File: config.mk
export PLATFORM = sky130hd
export DESIGN_NAME = spbc_serial_port
export DESIGN_NICKNAME = d
export VERILOG_FILES = /design/src/spbc_pkg.sv /design/src/spbc_serial_port.sv
export SDC_FILE = /design/constraint.sdc
export NUM_CORES = 1
export LEC_CHECK = 0
export ABC_CLOCK_PERIOD_IN_PS = 7000
export BUFFER_PORTS_ARGS = -buffer_cell sky130_fd_sc_hd__buf_2
export CORE_UTILIZATION = 45
export CTS_CLUSTER_SIZE = 12
export DETAILED_ROUTE_END_ITERATION = 10
export MAX_ROUTING_LAYER = met4
export RECOVER_POWER = 25
export SLEW_MARGIN = 20
export SYNTH_ARGS = -nofsm -noshare
export SYNTH_HDL_FRONTEND = slang
export SYNTH_SLANG_ARGS = --single-unit
File: constraint.sdc
create_clock -name clk_i -period 7 [get_ports clk_i]
set_input_delay 1.05 -clock clk_i [delete_from_list [all_inputs] [get_ports clk_i]]
set_output_delay 1.05 -clock clk_i [all_outputs]
set_load 0.1 [all_outputs]
File: src/spbc_pkg.sv
// serial port package: register indices, field positions, mode codes, state types
// assumes 8-bit registers behind a 32-bit classic wishbone slave, one word each
package spbc_pkg;
    localparam int unsigned CLK_HZ     = 10_000_000;
    // oscillator clocks per machine cycle; the clock is the oscillator
    localparam int unsigned MC_DIV     = 12;
    localparam logic [3:0]  MC_LAST    = 4'(MC_DIV - 1);
    localparam logic [3:0]  MC_HALF    = 4'(MC_DIV / 2);
    localparam logic [3:0]  SAMPLE_MID = 4'h7;
    localparam logic [3:0]  SAMPLE_END = 4'hf;
    localparam int unsigned FIFO_DEPTH = 16;
    localparam int unsigned FIFO_WIDTH = 8;

    // register indices, byte address is four times the index
    localparam logic [9:0] IDX_POWER_CONTROL  = 10'h087;
    localparam logic [9:0] IDX_GT_CONTROL     = 10'h088;
    localparam logic [9:0] IDX_GT_COUNT_LOW   = 10'h08b;
    localparam logic [9:0] IDX_GT_RELOAD_HIGH = 10'h08d;
    localparam logic [9:0] IDX_SERIAL_CONTROL = 10'h098;
    localparam logic [9:0] IDX_SERIAL_DATA    = 10'h099;
    localparam logic [9:0] IDX_ST_CONTROL     = 10'h0c8;
    localparam logic [9:0] IDX_RCAP_LOW       = 10'h0ca;
    localparam logic [9:0] IDX_RCAP_HIGH      = 10'h0cb;
    localparam logic [9:0] IDX_ST_COUNT_LOW   = 10'h0cc;
    localparam logic [9:0] IDX_ST_COUNT_HIGH  = 10'h0cd;

    // serial_control fields
    localparam int SC_MP_FILTER = 5;
    localparam int SC_RX_ENABLE = 4;
    localparam int SC_TX_NINTH  = 3;
    localparam int SC_RX_NINTH  = 2;
    localparam int SC_TX_DONE   = 1;
    localparam int SC_RX_DONE   = 0;
    // power_control and general timer control fields
    localparam int PC_BAUD_DOUBLE = 7;
    localparam int GT_RUN         = 6;
    // second_timer_control fields
    localparam int ST_OVF_FLAG = 7;
    localparam int ST_EXT_FLAG = 6;
    localparam int ST_RX_CLK   = 5;
    localparam int ST_TX_CLK   = 4;
    localparam int ST_EXT_EN   = 3;
    localparam int ST_RUN      = 2;
    localparam int ST_COUNTER  = 1;
    localparam int ST_CAPTURE  = 0;

    localparam logic IDLE_LINE = 1'b1;

    // serial mode field codes
    localparam logic [1:0] MODE_SHIFT = 2'h0;
    localparam logic [1:0] MODE_UART8 = 2'h1;
    localparam logic [1:0] MODE_FIXED = 2'h2;
    localparam logic [1:0] MODE_UART9 = 2'h3;
    // bits per frame: shift byte, 8-bit frame, 9-bit frame
    localparam logic [3:0] NB_SHIFT = 4'h8;
    localparam logic [3:0] NB_UART8 = 4'ha;
    localparam logic [3:0] NB_UART9 = 4'hb;

    typedef enum logic [1:0] {TX_IDLE, TX_SHIFT, TX_UART} spbc_tx_e;
    typedef enum logic [1:0] {RX_IDLE, RX_SHIFT, RX_UART} spbc_rx_e;
endpackage

File: src/spbc_serial_port.sv
// serial port with baud generation, two timers and a transmit fifo
// assumes a classic wishbone master on clk_i and the serial pins synchronised here
// Overview of operation
// - two-bit mode field selects shift register, 8-bit UART, or two 9-bit UARTs
// - modes 2/3 with filter on: received ninth bit 0 leaves receive flag clear
// - mode 1 with filter on: receive flag set only after a valid stop bit
// - receive flag set after 8th bit (mode 0) or mid stop; software clears
// - mode 0 shifts at oscillator over 12, no timer involved
// - mode 1 rate comes from general timer or second timer overflow
// - general timer auto-reloads; rate K*osc/(32*12*(256-reload high))
// - K is 1 with baud-double clear and 2 with it set
// - baud-double is bit 7 of power_control at index 87h
// - second timer on its clock pin in baud mode: rate is overflow/16
// - second timer internal in baud mode: rate osc/(32*(65536-reload))
// - mode 2 uses no timer: osc/32 with baud-double, osc/64 without
// - mode 3 makes its rate exactly as mode 1
// - with external enable and both clock-select bits clear, trigger falling edge also reloads or captures
// - clock-select bits pick second or general timer for receive, transmit
//
// The Wishbone slave port was left to the implementer.

module spbc_fifo #(
    parameter int unsigned WIDTH = 8,
    parameter int unsigned DEPTH = 16
) (
    input  wire logic             clk_i,
    input  wire logic             rst_i,
    input  wire logic             in_valid_i,
    output      logic             in_ready_o,
    input  wire logic [WIDTH-1:0] in_data_i,
    output      logic             out_valid_o,
    input  wire logic             out_ready_i,
    output      logic [WIDTH-1:0] out_data_o
);
    localparam int unsigned AW = $clog2(DEPTH);

    typedef struct packed {
        logic [DEPTH-1:0][WIDTH-1:0] mem;
        logic [AW-1:0]               wr;
        logic [AW-1:0]               rd;
        logic [AW:0]                 count;
    } spbc_fifo_s;

    spbc_fifo_s q;
    spbc_fifo_s d;
    logic       push;
    logic       pop;

    assign in_ready_o  = q.count != (AW+1)'(DEPTH);
    assign out_valid_o = q.count != '0;
    assign out_data_o  = q.mem[q.rd];

    always_comb begin
        d    = q;
        push = in_valid_i & in_ready_o;
        pop  = out_valid_o & out_ready_i;
        if (push) begin
            d.mem[q.wr] = in_data_i;
            d.wr        = q.wr + AW'(1);
        end
        if (pop) begin
            d.rd = q.rd + AW'(1);
        end
        d.count = q.count + (AW+1)'(push) - (AW+1)'(pop);
    end

    always_ff @(posedge clk_i) begin
        if (rst_i) begin
            q <= '0;
        end else begin
            q <= d;
        end
    end
endmodule

module spbc_serial_port (
    input  wire logic        clk_i,
    input  wire logic        rst_i,
    input  wire logic        wb_cyc_i,
    input  wire logic        wb_stb_i,
    input  wire logic        wb_we_i,
    input  wire logic [11:0] wb_adr_i,
    input  wire logic [3:0]  wb_sel_i,
    input  wire logic [31:0] wb_dat_i,
    output      logic [31:0] wb_dat_o,
    output      logic        wb_ack_o,
    input  wire logic        rxd_i,
    output      logic        rxd_o,
    output      logic        rxd_oe_o,
    output      logic        txd_o,
    input  wire logic        second_timer_clock_pin_i,
    input  wire logic        second_timer_ext_trigger_i
);
    typedef struct packed {
        logic               ack;
        logic [31:0]        dat;
        logic               txd;
        logic               rxd;
        logic               rxd_oe;
        logic [7:0]         serial_control;
        logic               baud_double_bit;
        logic               t1run;
        logic [7:0]         tl1;
        logic [7:0]         th1;
        logic               t1half;
        logic [7:0]         second_timer_control;
        logic [15:0]        t2cnt;
        logic [15:0]        rcap;
        logic [3:0]         mc;
        logic [1:0]         pre;
        // sync chains: [0] first stage, [1] second stage, [2] previous second
        logic [2:0]         rxs;
        logic [2:0]         t2s;
        logic [2:0]         exs;
        spbc_pkg::spbc_tx_e txst;
        logic [3:0]         txsub;
        logic [3:0]         txbits;
        logic [10:0]        txsh;
        spbc_pkg::spbc_rx_e rxst;
        logic [3:0]         rxsub;
        logic [3:0]         rxbits;
        logic [9:0]         rxsh;
        logic [7:0]         rxbuf;
    } spbc_state_s;

    spbc_state_s q;
    spbc_state_s d;

    logic       fifo_ready;
    logic       fifo_valid;
    logic [7:0] fifo_data;
    logic       fifo_push;
    logic       tx_pop;
    logic       req;
    logic       wr_go;
    logic [9:0] idx;
    logic [1:0] mode;
    logic       mc_tick;
    logic       t1_ovf;
    logic       t1_tick;
    logic       baud;
    logic       t2_inc;
    logic       t2_ovf;
    logic       ext;
    logic       m2_tick;
    logic       rx_tick;
    logic       tx_tick;
    logic       ti_set;
    logic       ri_set;
    logic       rx_in;
    logic       ren;
    logic [3:0] nb;
    logic       ninth;
    logic       shift_act;

    assign wb_ack_o = q.ack;
    assign wb_dat_o = q.dat;
    assign txd_o    = q.txd;
    assign rxd_o    = q.rxd;
    assign rxd_oe_o = q.rxd_oe;

    // a full fifo holds off the bus write until a slot frees up
    spbc_fifo #(
        .WIDTH (spbc_pkg::FIFO_WIDTH),
        .DEPTH (spbc_pkg::FIFO_DEPTH)
    ) u_tx_fifo (
        .clk_i       (clk_i),
        .rst_i       (rst_i),
        .in_valid_i  (fifo_push),
        .in_ready_o  (fifo_ready),
        .in_data_i   (wb_dat_i[7:0]),
        .out_valid_o (fifo_valid),
        .out_ready_i (tx_pop),
        .out_data_o  (fifo_data)
    );

    assign req       = wb_cyc_i & wb_stb_i & ~q.ack;
    assign idx       = wb_adr_i[11:2];
    assign fifo_push = req & wb_we_i & wb_sel_i[0] & (idx == spbc_pkg::IDX_SERIAL_DATA);

    always_comb begin
        d         = q;
        tx_pop    = 1'b0;
        ti_set    = 1'b0;
        ri_set    = 1'b0;
        mode      = q.serial_control[7:6];
        rx_in     = q.rxs[1];
        ren       = q.serial_control[spbc_pkg::SC_RX_ENABLE];
        nb        = mode[1] ? spbc_pkg::NB_UART9 : spbc_pkg::NB_UART8;
        ninth     = 1'b0;
        d.rxs     = {q.rxs[1:0], rxd_i};
        d.t2s     = {q.t2s[1:0], second_timer_clock_pin_i};
        d.exs     = {q.exs[1:0], second_timer_ext_trigger_i};

        // machine cycle and fast prescalers
        mc_tick = q.mc == spbc_pkg::MC_LAST;
        d.mc    = mc_tick ? 4'h0 : q.mc + 4'h1;
        d.pre   = q.pre + 2'h1;

        // general timer, 8-bit auto-reload from the reload high byte
        t1_ovf = q.t1run & mc_tick & (q.tl1 == 8'hff);
        if (q.t1run & mc_tick) begin
            d.tl1 = t1_ovf ? q.th1 : q.tl1 + 8'h01;
        end
        if (t1_ovf) begin
            d.t1half = ~q.t1half;
        end
        t1_tick = t1_ovf & (q.baud_double_bit | q.t1half);

        // second timer
        baud   = q.second_timer_control[spbc_pkg::ST_RX_CLK] | q.second_timer_control[spbc_pkg::ST_TX_CLK];
        t2_inc = q.second_timer_control[spbc_pkg::ST_RUN] & (q.second_timer_control[spbc_pkg::ST_COUNTER]
                 ? (q.t2s[2] & ~q.t2s[1])
                 : (baud ? q.pre[0] : mc_tick));
        t2_ovf = t2_inc & (q.t2cnt == 16'hffff);
        ext    = q.exs[2] & ~q.exs[1] & q.second_timer_control[spbc_pkg::ST_EXT_EN] & ~baud;
        if (t2_inc) begin
            d.t2cnt = q.t2cnt + 16'h0001;
        end
        if (t2_ovf & (baud | ~q.second_timer_control[spbc_pkg::ST_CAPTURE])) begin
            d.t2cnt = q.rcap;
        end
        if (ext) begin
            if (q.second_timer_control[spbc_pkg::ST_CAPTURE]) begin
                d.rcap = q.t2cnt;
            end else begin
                d.t2cnt = q.rcap;
            end
        end

        // sample ticks, sixteen per bit time
        m2_tick = q.baud_double_bit ? q.pre[0] : (q.pre == 2'h3);
        rx_tick = (mode == spbc_pkg::MODE_FIXED) ? m2_tick
                : (q.second_timer_control[spbc_pkg::ST_RX_CLK] ? t2_ovf : t1_tick);
        tx_tick = (mode == spbc_pkg::MODE_FIXED) ? m2_tick
                : (q.second_timer_control[spbc_pkg::ST_TX_CLK] ? t2_ovf : t1_tick);

        // transmitter
        case (q.txst)
            spbc_pkg::TX_IDLE: begin
                if (fifo_valid) begin
                    if (mode == spbc_pkg::MODE_SHIFT) begin
                        if (mc_tick & (q.rxst == spbc_pkg::RX_IDLE)) begin
                            d.txsh   = {3'h7, fifo_data};
                            d.txbits = spbc_pkg::NB_SHIFT;
                            d.txst   = spbc_pkg::TX_SHIFT;
                            tx_pop   = 1'b1;
                        end
                    end else if (tx_tick) begin
                        d.txsh   = mode[1] ? {1'b1, q.serial_control[spbc_pkg::SC_TX_NINTH], fifo_data, 1'b0}
                                           : {2'h3, fifo_data, 1'b0};
                        d.txbits = nb;
                        d.txsub  = 4'h0;
                        d.txst   = spbc_pkg::TX_UART;
                        tx_pop   = 1'b1;
                    end
                end
            end
            spbc_pkg::TX_SHIFT: begin
                if (mc_tick) begin
                    d.txsh   = {1'b1, q.txsh[10:1]};
                    d.txbits = q.txbits - 4'h1;
                    if (q.txbits == 4'h1) begin
                        ti_set = 1'b1;
                        d.txst = spbc_pkg::TX_IDLE;
                    end
                end
            end
            spbc_pkg::TX_UART: begin
                if (tx_tick) begin
                    d.txsub = q.txsub + 4'h1;
                    if (q.txsub == spbc_pkg::SAMPLE_END) begin
                        d.txsh   = {1'b1, q.txsh[10:1]};
                        d.txbits = q.txbits - 4'h1;
                        ti_set   = q.txbits == 4'h2;
                        if (q.txbits == 4'h1) begin
                            d.txst = spbc_pkg::TX_IDLE;
                        end
                    end
                end
            end
            default: d.txst = spbc_pkg::TX_IDLE;
        endcase

        // receiver
        case (q.rxst)
            spbc_pkg::RX_IDLE: begin
                if (ren) begin
                    if (mode == spbc_pkg::MODE_SHIFT) begin
                        if (~q.serial_control[spbc_pkg::SC_RX_DONE] & (q.txst == spbc_pkg::TX_IDLE)
                            & ~fifo_valid & mc_tick) begin
                            d.rxst   = spbc_pkg::RX_SHIFT;
                            d.rxbits = spbc_pkg::NB_SHIFT;
                        end
                    end else if (q.rxs[2] & ~q.rxs[1]) begin
                        d.rxst   = spbc_pkg::RX_UART;
                        d.rxsub  = 4'h0;
                        d.rxbits = nb;
                    end
                end
            end
            spbc_pkg::RX_SHIFT: begin
                if (~ren) begin
                    d.rxst = spbc_pkg::RX_IDLE;
                end else if (mc_tick) begin
                    d.rxsh   = {rx_in, q.rxsh[9:1]};
                    d.rxbits = q.rxbits - 4'h1;
                    if (q.rxbits == 4'h1) begin
                        d.rxbuf = {rx_in, q.rxsh[9:3]};
                        ri_set  = 1'b1;
                        d.rxst  = spbc_pkg::RX_IDLE;
                    end
                end
            end
            spbc_pkg::RX_UART: begin
                if (~ren) begin
                    d.rxst = spbc_pkg::RX_IDLE;
                end else if (rx_tick) begin
                    d.rxsub = q.rxsub + 4'h1;
                    if (q.rxsub == spbc_pkg::SAMPLE_MID) begin
                        d.rxsh   = {rx_in, q.rxsh[9:1]};
                        d.rxbits = q.rxbits - 4'h1;
                        if ((q.rxbits == nb) & rx_in) begin
                            d.rxst = spbc_pkg::RX_IDLE;
                        end else if (q.rxbits == 4'h1) begin
                            // mode 1 filters on the stop bit, modes 2/3 on the ninth bit
                            ninth  = mode[1] ? q.rxsh[9] : rx_in;
                            d.rxst = spbc_pkg::RX_IDLE;
                            if (~q.serial_control[spbc_pkg::SC_RX_DONE]
                                & (~q.serial_control[spbc_pkg::SC_MP_FILTER] | ninth)) begin
                                d.rxbuf = mode[1] ? q.rxsh[8:1] : q.rxsh[9:2];
                                d.serial_control[spbc_pkg::SC_RX_NINTH] = ninth;
                                ri_set  = 1'b1;
                            end
                        end
                    end
                end
            end
            default: d.rxst = spbc_pkg::RX_IDLE;
        endcase

        // bus slave, one-cycle answer except a write to a full fifo
        d.ack = req & ~(fifo_push & ~fifo_ready);
        wr_go = d.ack & wb_we_i & wb_sel_i[0];
        if (wr_go) begin
            case (idx)
                spbc_pkg::IDX_POWER_CONTROL:  d.baud_double_bit = wb_dat_i[spbc_pkg::PC_BAUD_DOUBLE];
                spbc_pkg::IDX_GT_CONTROL:     d.t1run = wb_dat_i[spbc_pkg::GT_RUN];
                spbc_pkg::IDX_GT_COUNT_LOW:   d.tl1 = wb_dat_i[7:0];
                spbc_pkg::IDX_GT_RELOAD_HIGH: d.th1 = wb_dat_i[7:0];
                spbc_pkg::IDX_SERIAL_CONTROL: d.serial_control = wb_dat_i[7:0];
                spbc_pkg::IDX_ST_CONTROL:     d.second_timer_control = wb_dat_i[7:0];
                spbc_pkg::IDX_RCAP_LOW:       d.rcap[7:0] = wb_dat_i[7:0];
                spbc_pkg::IDX_RCAP_HIGH:      d.rcap[15:8] = wb_dat_i[7:0];
                spbc_pkg::IDX_ST_COUNT_LOW:   d.t2cnt[7:0] = wb_dat_i[7:0];
                spbc_pkg::IDX_ST_COUNT_HIGH:  d.t2cnt[15:8] = wb_dat_i[7:0];
                default: ;
            endcase
        end
        d.dat = 32'h0000_0000;
        if (d.ack & ~wb_we_i) begin
            case (idx)
                spbc_pkg::IDX_POWER_CONTROL:  d.dat[7] = q.baud_double_bit;
                spbc_pkg::IDX_GT_CONTROL:     d.dat[spbc_pkg::GT_RUN] = q.t1run;
                spbc_pkg::IDX_GT_COUNT_LOW:   d.dat[7:0] = q.tl1;
                spbc_pkg::IDX_GT_RELOAD_HIGH: d.dat[7:0] = q.th1;
                spbc_pkg::IDX_SERIAL_CONTROL: d.dat[7:0] = q.serial_control;
                spbc_pkg::IDX_SERIAL_DATA:    d.dat[7:0] = q.rxbuf;
                spbc_pkg::IDX_ST_CONTROL:     d.dat[7:0] = q.second_timer_control;
                spbc_pkg::IDX_RCAP_LOW:       d.dat[7:0] = q.rcap[7:0];
                spbc_pkg::IDX_RCAP_HIGH:      d.dat[7:0] = q.rcap[15:8];
                spbc_pkg::IDX_ST_COUNT_LOW:   d.dat[7:0] = q.t2cnt[7:0];
                spbc_pkg::IDX_ST_COUNT_HIGH:  d.dat[7:0] = q.t2cnt[15:8];
                default: ;
            endcase
        end

        // hardware flag sets win over a software write in the same cycle
        if (ti_set) begin
            d.serial_control[spbc_pkg::SC_TX_DONE] = 1'b1;
        end
        if (ri_set) begin
            d.serial_control[spbc_pkg::SC_RX_DONE] = 1'b1;
        end
        if (t2_ovf & ~baud) begin
            d.second_timer_control[spbc_pkg::ST_OVF_FLAG] = 1'b1;
        end
        if (ext) begin
            d.second_timer_control[spbc_pkg::ST_EXT_FLAG] = 1'b1;
        end

        // pins: mode 0 puts the shift clock on txd, low for the first half
        shift_act = (d.txst == spbc_pkg::TX_SHIFT) | (d.rxst == spbc_pkg::RX_SHIFT);
        d.txd     = shift_act ? (d.mc >= spbc_pkg::MC_HALF)
                  : ((d.txst == spbc_pkg::TX_UART) ? d.txsh[0] : spbc_pkg::IDLE_LINE);
        d.rxd_oe  = d.txst == spbc_pkg::TX_SHIFT;
        d.rxd     = d.rxd_oe ? d.txsh[0] : spbc_pkg::IDLE_LINE;
    end

    always_ff @(posedge clk_i) begin
        if (rst_i) begin
            q     <= '0;
            q.txd <= spbc_pkg::IDLE_LINE;
            q.rxd <= spbc_pkg::IDLE_LINE;
            q.rxs <= {3{spbc_pkg::IDLE_LINE}};
            q.t2s <= {3{spbc_pkg::IDLE_LINE}};
            q.exs <= {3{spbc_pkg::IDLE_LINE}};
        end else begin
            q <= d;
        end
    end
endmodule

==> results of run 1 <==
-- worst register-to-register path, stage by stage (launching register included) --
cell	delay, ps
sky130_fd_sc_hd__dfxtp_1	390
sky130_fd_sc_hd__ha_1	240
sky130_fd_sc_hd__and3b_1	420
sky130_fd_sc_hd__a211o_1	310
sky130_fd_sc_hd__nand4_1	290
sky130_fd_sc_hd__a211oi_1	410
sky130_fd_sc_hd__or2_2	330
sky130_fd_sc_hd__ha_1	280
sky130_fd_sc_hd__inv_1	60
sky130_fd_sc_hd__ha_1	160
sky130_fd_sc_hd__inv_1	60
sky130_fd_sc_hd__fa_1	390
sky130_fd_sc_hd__inv_1	70
sky130_fd_sc_hd__a21oi_1	50
sky130_fd_sc_hd__nor2_1	120
sky130_fd_sc_hd__or3_1	120
sky130_fd_sc_hd__a21oi_1	60
-- cell usage after synthesis, types with 10 or more instances --
library cell	n
sky130_fd_sc_hd__a211oi_1	16
sky130_fd_sc_hd__a21o_1	12
sky130_fd_sc_hd__a21oi_1	143
sky130_fd_sc_hd__a221oi_1	24
sky130_fd_sc_hd__a22oi_1	32
sky130_fd_sc_hd__a311oi_1	17
sky130_fd_sc_hd__a31oi_1	15
sky130_fd_sc_hd__and2_1	10
sky130_fd_sc_hd__buf_2	13
sky130_fd_sc_hd__buf_4	33
sky130_fd_sc_hd__clkbuf_1	91
sky130_fd_sc_hd__dfxtp_1	283
sky130_fd_sc_hd__ha_1	31
sky130_fd_sc_hd__inv_1	30
sky130_fd_sc_hd__mux2i_1	141
sky130_fd_sc_hd__mux4_2	19
sky130_fd_sc_hd__nand2_1	194
sky130_fd_sc_hd__nand2b_1	15
sky130_fd_sc_hd__nand3_1	59
sky130_fd_sc_hd__nand4_1	12
sky130_fd_sc_hd__nor2_1	202
sky130_fd_sc_hd__nor3_1	22
sky130_fd_sc_hd__o211ai_1	10
sky130_fd_sc_hd__o21ai_0	90
sky130_fd_sc_hd__or2_2	16
sky130_fd_sc_hd__xnor2_1	10
sky130_fd_sc_hd__xor2_1	16
-- kinds of logic after synthesis --
family,share of synthesized area (%)
flops,39.4
buf+inv,5.67
fa+ha+maj,2.84
simple gates,19.7
other cells,0.0261
mux,13.1
compound gates,17.6
xor+xnor,1.59
-- cell type report --
class / count / area [sq um]
Sequential cell: 283 / 5670
Inverter: 31 / 116
Clock buffer: 48 / 960
Multi-Input combinational cell: 1248 / 7980
Clock inverter: 7 / 118
Timing Repair Buffer: 55 / 309
Tap cell: 402 / 503
Fill cell: 3013 / 15800
-- how the worst max path moves through the flow --
stage | slack, ps | to | startpoint
3_3_place_gp | 2600 | u_tx_fifo.q[81] | wb_adr_i[7]
5_1_grt | 2750 | u_tx_fifo.q[4] | q[60]
2_1_floorplan | 3550 | u_tx_fifo.q[4] | wb_adr_i[7]
3_5_place_dp | 2620 | u_tx_fifo.q[77] | wb_adr_i[7]
6_report | 3090 | u_tx_fifo.q[4] | q[60]
4_1_cts | 3030 | u_tx_fifo.q[4] | q[60]
-- placed cells by master, fill, tap and decap left out, types with 5 or more instances in the layout --
cell,instances
sky130_fd_sc_hd__buf_4,15
sky130_fd_sc_hd__a21o_1,12
sky130_fd_sc_hd__mux4_2,19
sky130_fd_sc_hd__or2_2,16
sky130_fd_sc_hd__clkbuf_8,12
sky130_fd_sc_hd__ha_1,31
sky130_fd_sc_hd__a21oi_1,142
sky130_fd_sc_hd__conb_1,24
sky130_fd_sc_hd__a32oi_1,7
sky130_fd_sc_hd__or3_1,5
sky130_fd_sc_hd__nand2b_1,15
sky130_fd_sc_hd__and2_1,9
sky130_fd_sc_hd__clkbuf_1,20
sky130_fd_sc_hd__clkbuf_16,31
sky130_fd_sc_hd__nand2_1,194
sky130_fd_sc_hd__buf_2,24
sky130_fd_sc_hd__o21ai_0,90
sky130_fd_sc_hd__and4_1,6
sky130_fd_sc_hd__nor2_1,202
sky130_fd_sc_hd__nand4_1,12
sky130_fd_sc_hd__a31oi_1,15
sky130_fd_sc_hd__a222oi_1,9
sky130_fd_sc_hd__xor2_1,16
sky130_fd_sc_hd__mux2i_1,141
sky130_fd_sc_hd__a22oi_1,32
sky130_fd_sc_hd__nor2b_1,8
sky130_fd_sc_hd__nor4_1,6
sky130_fd_sc_hd__nor3_1,22
sky130_fd_sc_hd__a221oi_1,24
sky130_fd_sc_hd__a211oi_1,16
sky130_fd_sc_hd__inv_1,30
sky130_fd_sc_hd__and3_1,6
sky130_fd_sc_hd__xnor2_1,10
sky130_fd_sc_hd__o211ai_1,10
sky130_fd_sc_hd__dfxtp_1,282
sky130_fd_sc_hd__nand3_1,59
sky130_fd_sc_hd__a311oi_1,17
-- state kept, by name (all words and copies together) (netlist names) --
register	count
u_tx_fifo.q	141
rxd_oe_o	1
wb_dat_o	8
wb_ack_o	1
mode	2
q	122
d	6
rxd_o	1
txd_o	1
-- routing by layer --
metal	vias up	track usage [%]	wire length [um]
met4	0	7.42	1130
met1	5736	31.7	17400
met2	350	39.1	18200
li1	5900	-	-
met5	-	-	0
met3	66	3.15	1970
-- power by group --
group,switching (mW),internal (mW),total [mW]
combinational,0.122,0.0164,0.139
sequential,0.00337,1.62,1.62
clock,0.663,1.04,1.71
total,0.789,2.68,3.46
==> impl_summary.txt, run 1 <==
----------------------------------------------------
[Place]
  Estimated wirelength of the detail-placed design ... 24800 um
  GP Congestion ... 0.879
  Worst slack at placement ... 2620 ps
  Placed Instance Area ... 14600 sq um
  Placed instance count ... 2019
  Port-buffer cells ... 38

[Worst setup path]
  Biggest cell delay along the critical path ... 420 ps
  Peak fanout along the critical path ... 8
  Worst Path Required ... 7400 ps
  Cell breakdown of the critical path ... ha_1 > and3b_1 > a211o_1 > nand4_1 > a211oi_1 > or2_2 > ha_1 > inv_1 > ha_1 > inv_1 > fa_1 > inv_1 > a21oi_1 > nor2_1 > or3_1 > a21oi_1
  WP depth ... 16
  Class of the most critical setup path ... reg2reg
  Sort of element at the start of the critical path ... flip-flop
  Count of buffering cells on the critical path with inverters included ... 3
  Worst Reg-to-Reg Cells ... 16
  Slowest stage cell on the critical path ... sky130_fd_sc_hd__and3b_1
  Arrival time reported for the critical path endpoint ... 4310 ps
  Reg2reg end ... u_tx_fifo.q[4]
  Critical register-to-register path startpoint ... q[60]
  Kind of end point of the critical path ... flip-flop
  Family of cells with the greatest summed delay on the critical path ... simple AND/OR/NAND/NOR gates
  Worst-case register-to-register setup slack ... 3090 ps

[Clock tree]
  Buffer count from post-CTS setup fixing ... 0
  Maximum number of buffers from clock root to sink ... 3
  Count of clock tree sinks ... 283
  Count of hold buffers inserted by post-cts repair ... 0
  TritonCTS Buffers ... 31
  CTS tree ... built
  Clock H-tree levels ... 1
  Clock Pin Slew Worst Setup and Hold Paths ... 60 ps
  Clock latency of the later-clocked register in the worst-skew pair ... 560 ps
  Root cell of the clock tree ... sky130_fd_sc_hd__clkbuf_16
  CTS resizes ... 0

[Power]
  Power density cells ... 221 nW/um^2
  Worst ir drop on vdd ... 0.200 mV
  Leak ... 5.14 nW
  Post-route total power ... 3.46 mW

[Timing]
  Actual transition at the worst max-transition pin ... 2030 ps
  RSZ-0062 raised after global routing ... false
  Final setup violation count ... 0
  Setup skew after layout ... 11.8 ps
  Final Hold Vio Count ... 0
  Final setup margin ... 3090 ps
  Tcrit/Tclk final ... 55.9%
  Worst-case headroom to the max-slew limit ... -35.2%
  Total count of max-transition violations in the final report ... 45
  Summed negative setup slack over all endpoints ... 0 ps
  Final worst path period need ... 3910 ps
  Achievable Freq ... 0.256 GHz
  Worst slack on hold paths ... 407 ps

[Synth]
  Async SR Flop Fraction ... 0%
  Number of synthesized flops with an enable pin ... 0
  Avg Inst Size Synth ... 8.51 sq um
  Most used flip-flop cell after synthesis ... sky130_fd_sc_hd__dfxtp_1
  Synthesized cell area ... 14400 sq um
  Yosys Warn Count ... 0
  Leading area contributor after synthesis ... sky130_fd_sc_hd__dfxtp_1
  Count of unique library cells instantiated by Yosys ... 79
  Area share of the largest cell type after synthesis ... 39.4%
  Cells after synthesis ... 1687
  Biggest area contributors in the synthesized netlist ... sky130_fd_sc_hd__dfxtp_1 (39%), sky130_fd_sc_hd__mux2i_1 (9.8%), sky130_fd_sc_hd__nor2_1 (5.3%)
  Number of synthesized register bits ... 283
  Sequential cell area fraction in the yosys report ... 39.4%

[Layout]
  Nets@finish ... 1738
  Count of antenna diodes in the layout ... 0
  Post-layout instance area ... 15600 sq um
  Final standard cell utilization of the core ... 49.7%
  Non-filler cells, final ... 2074
  Fraction of final layout cells with drive strength greater than 1 ... 9.09%
  Synthesis-to-finish area growth ... 8.95%

[Floorplanning]
  Area inside the core boundary ... 31500 sq um
  Horiz. Die Dim ... 181 um
  Standard-cell row count ... 65
  Starting Density ... 45.6%
  Number of top-level design ports ... 92
  Die span in y ... 181 um
  Floorplan die area ... 32600 sq um

[Run]
  Number of max-capacitance violations reported ... 1

[Detailed routing]
  Number of DRC markers in iteration 0 ... 888
  Post-detailed-route DRC marker count ... 0
  Number of vias per cell ... 5.81
  Count of antenna-violating nets left after detailed routing ... 0
  Detailed-route wire length ... 38700 um
  Routed wire per std cell ... 18.7 um
  First-pass detailed-route iteration total ... 6
  Via count ... 12100

[Global routing]
  Overall routing resource usage ... 24.3%
  Number of global-route vias before repair ... 11400
  Pin count of the biggest net entering global routing ... 228
  Wire length of the first global-routing pass ... 62600 um
  Number of antenna violations at the first check in global routing ... 0
  Remaining Overflow, GRT ... 0

[Outcome]
  Violations in the final reports ... max-capacitance violations, max-slew violations
  Outcome ... finished with violations

[Worst hold path]
  Launch instance of the worst min-delay path ... d[50]
  Endpoint, Worst Hold ... d[51]
  Number of cells on the worst hold path ... 1
  Class of the tightest hold or removal check ... reg2reg

----------------------------------------------------
No activity file was read; power rests on OpenSTA's default activity.
==> run 2, diff against run 1 <==
- ABC_CLOCK_PERIOD_IN_PS: 7000 -> 3600
- clock period: 7 -> 3.6 ns (I/O delays scaled with it)
==> run 2 against run 1 <==
Setup slack got worse by 2700 ps. Critical path depth increased by 1. The run still ends with max-capacitance violations, max-slew violations left. Final cell count increased by 2.6%.
==> impl_summary.txt, run 2 (synthesis gave the netlist of run 1 again) <==
----------------------------------------------------
[Layout]
  Multi-input gate area ... 7980 sq um
  Count of antenna diodes in the layout ... 0
  Commonest non-fill, non-tap cell in the layout ... sky130_fd_sc_hd__dfxtp_1
  Filler Cell Count ... 3006
  Nets@finish ... 1786
  Largest register by flop count ... u_tx_fifo.q
  Most frequent cells in the layout ... sky130_fd_sc_hd__dfxtp_1 (282), sky130_fd_sc_hd__nor2_1 (202), sky130_fd_sc_hd__nand2_1 (194)
  Post-layout instance area ... 16000 sq um
  Register area ... 5670 sq um
  Synthesis-to-finish area growth ... 11.7%
  Largest register FFs ... 141
  Fraction of final layout cells with drive strength greater than 1 ... 11.5%

[Outcome]
  Violations in the final reports ... max-capacitance violations, max-slew violations
  Outcome ... finished with violations

[Worst setup path]
  Biggest cell delay along the critical path ... 340 ps
  Slowest stage cell on the critical path ... sky130_fd_sc_hd__dfxtp_1
  Arrival time reported for the critical path endpoint ... 3690 ps
  Class of the most critical setup path ... reg2reg
  Worst Path Required ... 4040 ps
  Sort of element at the start of the critical path ... flip-flop
  Peak fanout along the critical path ... 5
  Kind of end point of the critical path ... flip-flop
  Cell breakdown of the critical path ... ha_1 > and3b_1 > a211o_1 > nand4_1 > buf_4 > a211oi_2 > or2_2 > ha_1 > inv_1 > ha_1 > inv_1 > fa_1 > inv_1 > a21oi_1 > nor2_1 > or3_1 > a21oi_1

[Run]
  Number of max-capacitance violations reported ... 2

[Global routing]
  Pin count of the biggest net entering global routing ... 136
  Number of antenna violations at the first check in global routing ... 0
  Number of global-route vias before repair ... 11500
  Overall routing resource usage ... 24.6%
  Wire length of the first global-routing pass ... 62800 um
  Remaining Overflow, GRT ... 0

[Floorplanning]
  Number of top-level design ports ... 92
  Horiz. Die Dim ... 181 um
  Die span in y ... 181 um
  Area inside the core boundary ... 31500 sq um
  Starting Density ... 45.6%
  Standard-cell row count ... 65
  Floorplan die area ... 32600 sq um

[Place]
  Estimated wirelength of the detail-placed design ... 26200 um
  GP Congestion ... 0.889
  Placed Instance Area ... 14900 sq um
  Port-buffer cells ... 38

[Clock tree]
  TritonCTS Buffers ... 35
  Maximum number of buffers from clock root to sink ... 3
  Count of hold buffers inserted by post-cts repair ... 0
  CTS tree ... built
  Count of clock tree sinks ... 283
  Clock H-tree levels ... 2
  Clock latency of the later-clocked register in the worst-skew pair ... 530 ps
  Root cell of the clock tree ... sky130_fd_sc_hd__clkbuf_16
  Clock Pin Slew Worst Setup and Hold Paths ... 60 ps

[Power]
  Leak ... 5.39 nW
  Worst ir drop on vdd ... 0.272 mV
  Power density cells ... 434 nW/um^2

[Timing]
  Actual transition at the worst max-transition pin ... 2750 ps
  RSZ-0062 raised after global routing ... false
  Setup skew after layout ... 20.5 ps
  Final Hold Vio Count ... 0
  Summed negative setup slack over all endpoints ... 0 ps
  Achievable Freq ... 0.308 GHz
  Worst-case headroom to the max-slew limit ... -83.6%
  Tcrit/Tclk final ... 90.3%
  Final worst path period need ... 3250 ps
  Final setup violation count ... 0
  Total count of max-transition violations in the final report ... 175

[Detailed routing]
  Number of vias per cell ... 5.76
  Routed wire per std cell ... 18.6 um
  Detailed-route wire length ... 39600 um
  First-pass detailed-route iteration total ... 5
  Count of antenna-violating nets left after detailed routing ... 0
  Via count ... 12200
  Post-detailed-route DRC marker count ... 0
  Number of DRC markers in iteration 0 ... 1012

[Worst hold path]
  Class of the tightest hold or removal check ... in2reg

----------------------------------------------------
==> run 2: changes by cell type in the layout (fill, tap and decap cells not counted), sizes merged <==
cell    delta
clkinv     +4
clkbuf     +8
inv        +3
buf       +38
==> run 2: stage by stage <==
stage	instances	hold WS [ps]	power (mW)	worst slack, ps	util (%)
3_3_place_gp	2062	401	3.49	170	47.4
3_5_place_dp	2062	397	3.49	160	47.4
4_1_cts	2126	199	7.03	151	51.1
2_1_floorplan	1710	389	3.44	170	-
6_report	2127	212	6.96	349	51.0
5_1_grt	2127	215	7.16	48.4	51.0
==> run 2: timing repair <==
action,in CTS,in global routing
endpoints found under the hold margin,0,0
setup buffers,0,1
endpoints found under the setup margin,0,1
resized for setup,0,2
==> run 2: where the power goes <==
part           total (mW)  leakage (nW)  internal (mW)  switching (mW)
logic               0.269          2.53         0.0315           0.237
registers            3.15          2.28           3.14         0.00622
clock network        3.54         0.579           2.16            1.38
total                6.96          5.39           5.34            1.62
==> run 2: worst max-delay path, delay by kind of cell, from the launching register on <==
family | cells | cell delay (ps)
AO/OA/AOI/OAI | 4 | 610
flip-flops | 1 | 340
buffers and inverters | 4 | 310
adder cells (fa/ha/maj) | 4 | 910
AND/OR/NAND/NOR | 5 | 1030
==> run 2: per-layer routing <==
layer	global-route usage, %	routed length (um)
met5	-	0
met4	8.75	1220
met3	2.81	1830
met2	39.9	18900
met1	31.5	17600
==> run 2: worst paths after layout <==
kind / from / slack [ps] / cells past startpoint / to
worst max-delay path: q[60] / 350 / 17 / u_tx_fifo.q[4]
worst min-delay path: second_timer_ext_trigger_i / 210 / 2 / d[50]
worst max register to register: q[60] / 350 / 17 / u_tx_fifo.q[4]
worst min register to register: d[56] / 420 / 1 / d[57]
==> run 2: final cells by class <==
cell class | instances | share of cell area, %
flip-flops and latches | 283 | 35.3
multi-input cells | 1248 | 49.7
well taps | 402 | 3.14
clock inverters | 14 | 0.999
repair buffers | 99 | 3.82
clock buffers | 50 | 6.25
inverters | 31 | 0.726
